==> src/logic/puc_pkg.sv <==
// Package with the register map, field positions and carrier types of the protection controls.
package puc_pkg;
   // Word addresses of the protection registers.
   localparam logic [31:0] PUC_ADDR_TYPE = 32'he000ed90;
   localparam logic [31:0] PUC_ADDR_CTRL = 32'he000ed94;
   localparam logic [31:0] PUC_ADDR_RNR = 32'he000ed98;
   localparam logic [31:0] PUC_ADDR_RBAR = 32'he000ed9c;
   localparam logic [31:0] PUC_ADDR_RASR = 32'he000eda0;
   // Implementation choices.
   localparam int PUC_NUM_REGIONS = 8;
   localparam int PUC_MAX_REGIONS = 16;
   localparam int PUC_BASE_ALIGN_LSB = 8;
   // Field positions and widths.
   localparam int PUC_CTRL_W = 3;
   localparam int PUC_RNR_W = 8;
   localparam int PUC_RBAR_VALID_BIT = 4;
   localparam int PUC_RBAR_REGION_W = 4;
   localparam int PUC_RBAR_LOW_W = 5;
   localparam int PUC_RASR_ENABLE_BIT = 0;
   localparam logic [1:0] PUC_SIZE_WORD = 2'h2;
   localparam logic [PUC_CTRL_W-1:0] PUC_CTRL_RESET = 3'h0;
   localparam logic [PUC_RNR_W-1:0] PUC_RNR_RESET = 8'h00;

   typedef struct packed {
      logic privileged_background_enable;
      logic handler_protection_enable;
      logic enable;
   } puc_ctrl_t;

   typedef struct packed {
      logic valid;
      logic priv;
      logic in_handler;
      logic region_hit;
   } puc_access_t;

   typedef struct packed {
      logic use_default;
      logic fault;
   } puc_verdict_t;

   typedef struct packed {
      logic valid;
      logic write;
      logic priv;
      logic [1:0] size;
      logic [31:0] addr;
      logic [31:0] wdata;
   } puc_bus_req_t;
endpackage : puc_pkg

==> src/logic/puc_regs.sv <==
// Protection unit control, region select, base and attribute registers with access verdict.
// Notes on behaviour
// [RULE_01] Control bit 0 enables protection.
// [RULE_02] Enabled, no background: unmatched access faults.
// [RULE_03] Background bit lets unmatched privileged accesses default.
// [RULE_04] Background bit ignored while unit disabled.
// [RULE_05] Handler bit clear: handlers bypass checking.
// [RULE_06] Handler bit set: handlers are checked too.
// [RULE_07] Software never sets handler bit while disabled.
// [RULE_08] No regions: only privileged execution allowed.
// [RULE_09] Unimplemented unit: control reads zero, ignores writes.
// [RULE_10] Region select holds region number, bits 7-0.
// [RULE_11] Software never selects an unimplemented region.
// [RULE_12] Software selects region before base or attributes.
// [RULE_13] Base write may name region and select it.
// [RULE_14] Base alignment is a fixed design parameter.
// [RULE_15] Software never names unimplemented region in base.
// [RULE_16] Word-only privileged access; otherwise hard fault.
// [RULE_17] Control register resets to zero.
// [RULE_18] Base write with bit 4 loads select low nibble.
// [RULE_19] Reserved bits read zero, writes ignored.
`timescale 1ns/1ns
module puc_regs #(
   parameter int NUM_REGIONS = puc_pkg::PUC_NUM_REGIONS,
   parameter int BASE_ALIGN_LSB = puc_pkg::PUC_BASE_ALIGN_LSB
) (
   // Clock and reset
   input wire logic ref_clk,
   input wire logic reset_n,
   // Register access port
   input wire puc_pkg::puc_bus_req_t bus_req,
   output logic bus_resp_valid,
   output logic bus_hard_fault,
   output logic [31:0] bus_rdata,
   // Access path
   input wire puc_pkg::puc_access_t acc,
   output puc_pkg::puc_verdict_t verdict,
   // Settings seen by the access path
   output puc_pkg::puc_ctrl_t ctrl,
   output logic [puc_pkg::PUC_MAX_REGIONS-1:0][31:0] region_base,
   output logic [puc_pkg::PUC_MAX_REGIONS-1:0][31:0] region_attr,
   output logic any_region_enabled
);
   import puc_pkg::*;

   localparam logic IMPL = (NUM_REGIONS != 0);
   localparam logic [31:0] BASE_MASK = ~((32'h1 << BASE_ALIGN_LSB) - 32'h1) &
                                       ~((32'h1 << PUC_RBAR_LOW_W) - 32'h1); // RULE_14
   localparam logic [7:0] NUM_REGIONS_B = 8'(NUM_REGIONS);

   puc_ctrl_t ctrl_reg;
   logic [PUC_RNR_W-1:0] rnr_reg;
   logic [PUC_MAX_REGIONS-1:0][31:0] base_reg;
   logic [PUC_MAX_REGIONS-1:0][31:0] attr_reg;
   logic resp_valid_reg;
   logic fault_reg;
   logic [31:0] rdata_reg;
   logic [31:0] rd_value;
   logic bus_ok;
   logic bus_bad;
   logic wr;
   logic rbar_named;
   logic [PUC_RBAR_REGION_W-1:0] named_idx;
   logic [PUC_RBAR_REGION_W-1:0] sel_idx;
   logic sel_ok;
   logic named_ok;

   // Word-sized privileged accesses only; anything else gets a hard fault.
   assign bus_ok = bus_req.valid && bus_req.priv && (bus_req.size == PUC_SIZE_WORD); // RULE_16
   assign bus_bad = bus_req.valid && !bus_ok; // RULE_16
   assign wr = bus_ok && bus_req.write;
   assign rbar_named = bus_req.wdata[PUC_RBAR_VALID_BIT];
   assign named_idx = bus_req.wdata[PUC_RBAR_REGION_W-1:0];
   assign sel_idx = rnr_reg[PUC_RBAR_REGION_W-1:0];
   // Out-of-range numbers are unpredictable; base and attribute writes through them are dropped and reads return zero.
   assign sel_ok = ({24'h0, rnr_reg} < 32'(NUM_REGIONS));
   assign named_ok = ({28'h0, named_idx} < 32'(NUM_REGIONS));

   always_ff @(posedge ref_clk or negedge reset_n) begin
      if (!reset_n) begin
         ctrl_reg <= PUC_CTRL_RESET; // RULE_17
      end else if (wr && IMPL && bus_req.addr == PUC_ADDR_CTRL) begin
         ctrl_reg <= bus_req.wdata[PUC_CTRL_W-1:0]; // RULE_01 RULE_09 RULE_19
      end
   end

   always_ff @(posedge ref_clk or negedge reset_n) begin
      if (!reset_n) begin
         rnr_reg <= PUC_RNR_RESET;
      end else if (wr && IMPL && bus_req.addr == PUC_ADDR_RNR) begin
         rnr_reg <= bus_req.wdata[PUC_RNR_W-1:0]; // RULE_10 RULE_19
      end else if (wr && IMPL && bus_req.addr == PUC_ADDR_RBAR && rbar_named) begin
         rnr_reg <= {{(PUC_RNR_W-PUC_RBAR_REGION_W){1'b0}}, named_idx}; // RULE_13 RULE_18
      end
   end

   always_ff @(posedge ref_clk or negedge reset_n) begin
      if (!reset_n) begin
         base_reg <= '0;
      end else if (wr && IMPL && bus_req.addr == PUC_ADDR_RBAR) begin
         if (rbar_named) begin
            if (named_ok) begin
               base_reg[named_idx] <= bus_req.wdata & BASE_MASK; // RULE_13
            end
         end else if (sel_ok) begin
            base_reg[sel_idx] <= bus_req.wdata & BASE_MASK; // RULE_13
         end
      end
   end

   always_ff @(posedge ref_clk or negedge reset_n) begin
      if (!reset_n) begin
         attr_reg <= '0;
      end else if (wr && IMPL && sel_ok && bus_req.addr == PUC_ADDR_RASR) begin
         attr_reg[sel_idx] <= bus_req.wdata;
      end
   end

   always_comb begin
      rd_value = 32'h0;
      case (bus_req.addr)
         PUC_ADDR_TYPE: rd_value = {16'h0, NUM_REGIONS_B, 8'h0};
         PUC_ADDR_CTRL: rd_value = {29'h0, ctrl_reg}; // RULE_09 RULE_19
         PUC_ADDR_RNR: rd_value = {24'h0, rnr_reg}; // RULE_10 RULE_19
         PUC_ADDR_RBAR: rd_value = sel_ok ? (base_reg[sel_idx] | {28'h0, sel_idx}) : 32'h0;
         PUC_ADDR_RASR: rd_value = sel_ok ? attr_reg[sel_idx] : 32'h0;
         default: rd_value = 32'h0;
      endcase
   end

   always_ff @(posedge ref_clk or negedge reset_n) begin
      if (!reset_n) begin
         resp_valid_reg <= 1'b0;
         fault_reg <= 1'b0;
         rdata_reg <= 32'h0;
      end else begin
         resp_valid_reg <= bus_req.valid;
         fault_reg <= bus_bad; // RULE_16
         rdata_reg <= (bus_ok && !bus_req.write) ? rd_value : 32'h0;
      end
   end

   always_comb begin
      any_region_enabled = 1'b0;
      for (int i = 0; i < PUC_MAX_REGIONS; i++) begin
         if (i < NUM_REGIONS && attr_reg[i][PUC_RASR_ENABLE_BIT]) begin
            any_region_enabled = 1'b1; // RULE_08
         end
      end
   end

   puc_decide u_decide (
      .ctrl(ctrl_reg),
      .acc(acc),
      .verdict(verdict)
   );

   assign bus_resp_valid = resp_valid_reg;
   assign bus_hard_fault = fault_reg;
   assign bus_rdata = rdata_reg;
   assign ctrl = ctrl_reg;
   assign region_base = base_reg;
   assign region_attr = attr_reg;
endmodule : puc_regs

==> src/logic/puc_decide.sv <==
// Access verdict: default map, region permissions, or fault for one access.
`timescale 1ns/1ns
module puc_decide (
   // Settings and access
   input wire puc_pkg::puc_ctrl_t ctrl,
   input wire puc_pkg::puc_access_t acc,
   // Verdict
   output puc_pkg::puc_verdict_t verdict
);
   import puc_pkg::*;

   always_comb begin
      verdict = '0;
      if (acc.valid) begin
         if (!ctrl.enable) begin
            // Background bit and handler bit are both ignored here.
            verdict.use_default = 1'b1; // RULE_01 RULE_04
         end else if (acc.in_handler && !ctrl.handler_protection_enable) begin
            verdict.use_default = 1'b1; // RULE_05
         end else if (acc.region_hit) begin
            verdict.use_default = 1'b0; // RULE_06
         end else if (ctrl.privileged_background_enable && acc.priv) begin
            verdict.use_default = 1'b1; // RULE_03 RULE_08
         end else begin
            verdict.fault = 1'b1; // RULE_02 RULE_08
         end
      end
   end
endmodule : puc_decide

==> config.mk <==
export PLATFORM = sky130hd
export DESIGN_NAME = puc_regs
export DESIGN_NICKNAME = d
export VERILOG_FILES = /design/src/logic/puc_pkg.sv /design/src/logic/puc_regs.sv /design/src/logic/puc_decide.sv
export SDC_FILE = /design/constraint.sdc
export NUM_CORES = 1
export LEC_CHECK = 0
export BUFFER_PORTS_ARGS = -buffer_cell sky130_fd_sc_hd__buf_4
export CAP_MARGIN = 30
export CORE_AREA = 4 4 436 438
export DETAILED_ROUTE_END_ITERATION = 16
export DIE_AREA = 0 0 440 442
export GPL_TIMING_DRIVEN = 0
export PLACE_DENSITY = 0.46
export SKIP_CTS_REPAIR_TIMING = 1
export SYNTH_ARGS = -nofsm -noshare
export SYNTH_HDL_FRONTEND = slang
export SYNTH_SLANG_ARGS = --single-unit
==> constraint.sdc <==
create_clock -name ref_clk -period 3.27 [get_ports ref_clk]
set_input_delay 0.1635 -clock ref_clk [delete_from_list [all_inputs] [get_ports ref_clk]]
set_output_delay 0.1635 -clock ref_clk [all_outputs]
set_load 0.01 [all_outputs]
==> flow_metrics.py, run 1 <==
metrics = {
    "run_status": {
        "outcome": "finished, final reports clean",
    },
    "drt": {
        "drt-pass1-iter-count": 5,
        "drc_errors": 0,
        "vias": 27600,
        "viasPerCell": 4.24,
        "drt_first_iter_violations": 1553,
        "ant_nets": 0,
        "wire_per_inst_um": 31.3,
        "wl_mm": 204,
    },
    "min_path": {
        "min_path_type": "in2reg",
    },
    "sta": {
        "hold_viol": 0,
        "final.setup.tns_ns": 0,
        "skew_ns": 0.0262,
        "tightest_slew_ns": 1.01,
        "fin_crit_sh_pct": 98.0,
        "fmax_mhz": 312,
        "fin_crit_ns": 3.20,
        "maxSlewViolCount": 0,
        "setup_viol": 0,
        "relSlewSlack_pct": 32.4,
    },
    "yosys": {
        "synth-async-reset-ratio_pct": 100,
        "yosysUniqueCellTypes": 52,
        "synth_top_area_share_pct": 59.2,
        "synth_seq_cells": 941,
        "synth.area.top_cells": "dfrtp_1 59%, mux4_2 16%, mux2_2 10%",
        "syn_inst": 2595,
        "synth-edff-count": 0,
        "synth_top_area_cell": "dfrtp_1",
        "synth_warnings": 0,
        "ys.flop_type": "dfrtp_1",
        "synth_area_per_cell_um2": 15.3,
        "syn_area_um2": 39800,
        "yosysSeqAreaShare_pct": 59.2,
    },
    "grt": {
        "grt_pass1_wl_mm": 269,
        "grt_pass1_vias": 28100,
        "overflow": 0,
        "antenna_found_initial": 9,
        "grt_max_degree": 155,
        "track_usage_pct": 20.5,
    },
    "critical_path": {
        "end_kind": "register",
        "cp_top_family": "buffers and inverters",
        "crit_buf_inv": 4,
        "required_ns": 3.91,
        "critical_path.slowest_cell": "clkbuf_2",
        "crit_fanout": 10,
        "slowest_delay_ns": 0.77,
        "worstPathCellList": "clkbuf_1, clkbuf_2, clkbuf_2, mux4_2, mux4_2, inv_1, o22ai_1",
        "criticalPathCategory": "reg2reg",
        "startpoint_type": "register",
        "arrival_ns": 3.85,
    },
    "clock_tree": {
        "numCtsBuffers": 115,
        "clk_pin_slew_worst_paths_ns": 0.06,
        "clk_latency_ns": 0.78,
        "cts_tree": "yes",
        "htree_levels": 3,
        "cts-root-buf": "clkbuf_16",
        "clock_path_buffers": 3,
        "cts.sinks": 941,
    },
    "layout": {
        "multi_input_area_um2": 13300,
        "syn2layout_area_growth_pct": 41.0,
        "largest_register_ffs": 512,
        "nets": 4003,
        "final_cell_mix": "1,151 x buf_4, 940 x dfrtp_1, 536 x clkbuf_1",
        "final_util_pct": 30.1,
        "final_common_cell": "buf_4",
        "fillers": 19200,
        "drive_above_1_share_pct": 54.5,
        "seq_area_um2": 23500,
    },
    "power": {
        "ir_drop_mv": 0.400,
        "p_leak_nw": 27.6,
        "powerDensity_nw_per_um2": 450,
        "clockPowerShare_pct": 50.9,
        "power.total_w": 0.0252,
        "pwr-share-seq_pct": 46.2,
        "pwr-share-comb_pct": 2.9,
        "p_sw_w": 0.00601,
        "swShare_pct": 23.8,
        "internal-power_w": 0.0192,
    },
    "floorplan": {
        "io_pins": 1139,
        "die_x_um": 440,
        "fp.dieH_um": 442,
        "rows": 159,
        "core_um2": 187000,
        "die_area_um2": 194000,
        "start_util_pct": 21.3,
    },
    "run": {
        "drv_cap": 0,
    },
    "placement": {
        "portBuffers": 1009,
        "gp_congestion": 0.869,
        "hpwl_mm": 157,
    },
}
==> per-layer routing <==
layer	GRT usage, %	share of wire, %
met1	24.2	39
met2	36.8	52
met3	4.46	6.1
met5	0	0
met4	6.24	3.1
==> cell families after synthesis <==
family	share of synthesized area [%]
buffers and inverters	8.89
flip-flops	59.2
other	0.00943
multiplexers	29.4
AO/OA/AOI/OAI	1.05
AND/OR/NAND/NOR	1.41
==> tightest hold or removal path: stages <==
cell       delay [ns]
buf_4            0.08
nor2_1           0.06
nand4bb_4        0.15
a2111oi_0        0.08
nor3_1           0.13
o22ai_1          0.08
==> Yosys cell counts, drive strengths merged (2+ instances only) <==
cell type	instances
a2111oi	2
a22o	4
a22oi	6
a31oi	2
a32o	6
and2	3
buf	189
clkbuf	532
dfrtp	941
inv	54
mux2	456
mux2i	5
mux4	275
nand2	11
nand2b	3
nand3	3
nand3b	3
nand4	2
nor2	13
nor2b	7
nor3	14
nor4	7
nor4b	3
o21ai	3
o22ai	27
or2	2
or3	3
or4	4
or4b	2
==> metrics by stage <==
stage / cells / area (um^2) / hold slack [ns] / setup WS [ns]
2_1_floorplan: 2722 / 40300 / -0.132 / 0.372
3_3_place_gp: 6226 / 51000 / 0.317 / -10.12
3_5_place_dp: 6259 / 51700 / 0.202 / -1.35
4_1_cts: 6470 / 55500 / -0.685 / -1.37
5_1_grt: 6517 / 56100 / 0.0181 / -0.0111
6_report: 6518 / 56100 / 0.0417 / 0.0661
==> power by group through the flow <==
stage	Sequential (W)	Clock, W	Combinational (W)
4_1_cts	0.0116	0.0133	0.000695
6_report	0.0116	0.0129	0.000726
3_3_place_gp	0.0119	0	0.000661
2_1_floorplan	0.0119	0	0.000244
3_5_place_dp	0.0119	0	0.000694
5_1_grt	0.0116	0.0137	0.000810
==> final cells by class <==
type	count	share of cell area, %
clock buffer	179	6.00
multi-input combinational	1006	23.6
sequential	941	42.0
antenna	1	0.00446
clock inverter	32	0.709
buffer	720	6.22
timing repair buffer	1090	15.5
tap	2495	5.56
inverter	54	0.361
==> final timing paths <==
path | from | to | slack (ns) | depth (start not counted)
setup / recovery | rnr_reg[1] | bus_rdata[18] | 0.07 | 7
hold / removal | bus_req[32] | bus_rdata[11] | 0.04 | 6
setup reg to reg | rnr_reg[1] | bus_rdata[18] | 0.07 | 7
hold reg to reg | region_attr[462] | region_attr[462] | 0.48 | 1
max in group asynchronous | reset_n | region_attr[290] | 0.67 | 6
min in group asynchronous | reset_n | region_attr[209] | 0.06 | 3
Power figures use the tool's default switching activity.
==> inputs of run 2 (changes only) <==
--- a/config.mk
+++ b/config.mk
@@ -7,11 +7,11 @@
 export LEC_CHECK = 0
 export BUFFER_PORTS_ARGS = -buffer_cell sky130_fd_sc_hd__buf_4
 export CAP_MARGIN = 30
-export CORE_AREA = 4 4 436 438
+export CORE_AREA = 4 4 442 444
 export DETAILED_ROUTE_END_ITERATION = 16
-export DIE_AREA = 0 0 440 442
+export DIE_AREA = 0 0 446 448
 export GPL_TIMING_DRIVEN = 0
-export PLACE_DENSITY = 0.46
+export PLACE_DENSITY = 0.45
 export SKIP_CTS_REPAIR_TIMING = 1
 export SYNTH_ARGS = -nofsm -noshare
 export SYNTH_HDL_FRONTEND = slang
==> flow_metrics.py, run 2 (synthesis results as in run 1) <==
metrics = {
    "run_status": {
        "outcome": "finished with violations",
        "violations": "negative hold slack",
    },
    "sta": {
        "relSlewSlack_pct": 31.2,
        "grt_setup_unrepaired": "true",
        "setup_viol": 0,
        "tightest_slew_ns": 1.02,
        "hold_viol": 1,
        "fmax_mhz": 311,
        "maxSlewViolCount": 0,
        "fin_crit_sh_pct": 98.4,
        "holdWs_ns": -0.0000705,
        "skew_ns": 0.0340,
        "fin_crit_ns": 3.22,
    },
    "power": {
        "p_leak_nw": 27.7,
        "ir_drop_mv": 0.424,
        "powerDensity_nw_per_um2": 449,
        "power.total_w": 0.0252,
    },
    "floorplan": {
        "die_x_um": 446,
        "core_um2": 192000,
        "start_util_pct": 20.8,
        "fp.dieH_um": 448,
        "io_pins": 1139,
        "rows": 161,
        "die_area_um2": 200000,
    },
    "drt": {
        "wl_mm": 204,
        "viasPerCell": 4.19,
        "drc_errors": 0,
        "wire_per_inst_um": 31.1,
        "vias": 27500,
        "drt_first_iter_violations": 1643,
        "ant_nets": 0,
        "drt-pass1-iter-count": 4,
    },
    "layout": {
        "final_common_cell": "buf_4",
        "final_util_pct": 29.3,
        "fillers": 19600,
        "multi_input_area_um2": 13300,
        "nets": 4010,
        "largest_register_ffs": 512,
        "final_cell_mix": "1,156 x buf_4, 940 x dfrtp_1, 522 x clkbuf_1",
        "seq_area_um2": 23600,
        "syn2layout_area_growth_pct": 41.3,
        "drive_above_1_share_pct": 55.0,
        "fin_cells": 6553,
    },
    "critical_path": {
        "startpoint_type": "primary input",
        "r2r_setup_slack_ns": 0.06,
        "end_kind": "register",
        "crit_fanout": 10,
        "cpMostUsedCell": "clkbuf_2",
        "arrival_ns": 3.84,
        "required_ns": 3.89,
        "slowest_delay_ns": 0.63,
        "criticalPathCategory": "in2reg",
        "critical_path.slowest_cell": "clkbuf_2",
        "worstPathCellList": "dlygate4sd3_1, buf_4, nand3b_1, or4_1, clkbuf_2, nor2_2, nand3_2, clkbuf_2, o22ai_1",
    },
    "grt": {
        "antenna_found_initial": 7,
        "track_usage_pct": 19.7,
        "grt_max_degree": 150,
        "grt_pass1_wl_mm": 267,
        "overflow": 0,
        "grt_pass1_vias": 28000,
    },
    "placement": {
        "hpwl_mm": 158,
        "dp_cells": 6292,
        "gp_congestion": 0.845,
        "portBuffers": 1009,
    },
    "clock_tree": {
        "clock_path_buffers": 3,
        "clk_latency_ns": 0.77,
        "cts_tree": "yes",
        "cts-root-buf": "clkbuf_16",
        "htree_levels": 3,
        "numCtsBuffers": 114,
        "cts.sinks": 941,
        "clk_pin_slew_worst_paths_ns": 0.06,
    },
    "run": {
        "drv_cap": 0,
    },
    "min_path": {
        "min_path_type": "in2reg",
    },
}
## run 2: changes by cell type in the layout (fill, tap and decap cells not counted), moves of 3 or more
cell      delta
buf_8        +5
buf_2        +6
inv_6        +3
clkbuf_2     +4
clkbuf_1    -14
buf_4        +5
clkbuf_4     -6
clkinv_2     +3
## run 2: final timing paths
check,startpoint,to,depth (start not counted)
worst min register to register,region_base[456],region_base[456],1
max in group asynchronous,reset_n,region_base[315],6
worst max-delay path,bus_req[64],bus_rdata[27],9
worst min-delay path,bus_req[32],bus_rdata[11],5
min in group asynchronous,reset_n,region_base[303],4
worst max register to register,rnr_reg[1],bus_rdata[27],7
## run 2: routing by layer
layer  wire [um]  global-route usage, %  share of wire [%]  up-vias
met5           0                      0                  0        -
met4        6730                   5.95                3.3        0
met3       11600                   4.48                5.7      231
met2      107000                   35.8                 53      973
met1       78300                   23.2                 38    14900
li1            -                      -                  -    11300
## run 2: cell type report
| class | count | share of cell area, % |
|---|---|---|
| Buffer | 720 | 6.20 |
| Clock inverter | 35 | 0.706 |
| Timing Repair Buffer | 1098 | 15.6 |
| Tap cell | 2526 | 5.62 |
| Sequential cell | 941 | 41.9 |
| Inverter | 54 | 0.361 |
| Multi-Input combinational cell | 1006 | 23.6 |
| Antenna cell | 2 | 0.00891 |
| Clock buffer | 171 | 5.98 |
## run 2: metrics by stage
step / area [um^2] / setup TNS (ns) / hold slack (ns) / setup WS [ns]
after floorplan: 40300 / 0 / -0.132 / 0.372
after global placement: 51000 / -9696.89 / 0.292 / -10.06
after detailed placement: 51700 / -310.19 / 0.0624 / -1.24
after CTS: 55500 / -264.61 / -0.819 / -1.26
after global routing: 56200 / -0.00201 / 0.0259 / -0.00185
final: 56200 / 0 / -0.0000705 / 0.0511
## run 2: critical path: cells and delay by family
kind | cells | cell delay [ns]
compound gates | 1 | 0.53
buf+inv | 4 | 1.54
simple gates | 4 | 1.55
## run 2: where the power goes
group	internal (W)	switching, W
clock network	0.00741	0.00545
logic	0.000237	0.000496
registers	0.0116	0.000000366
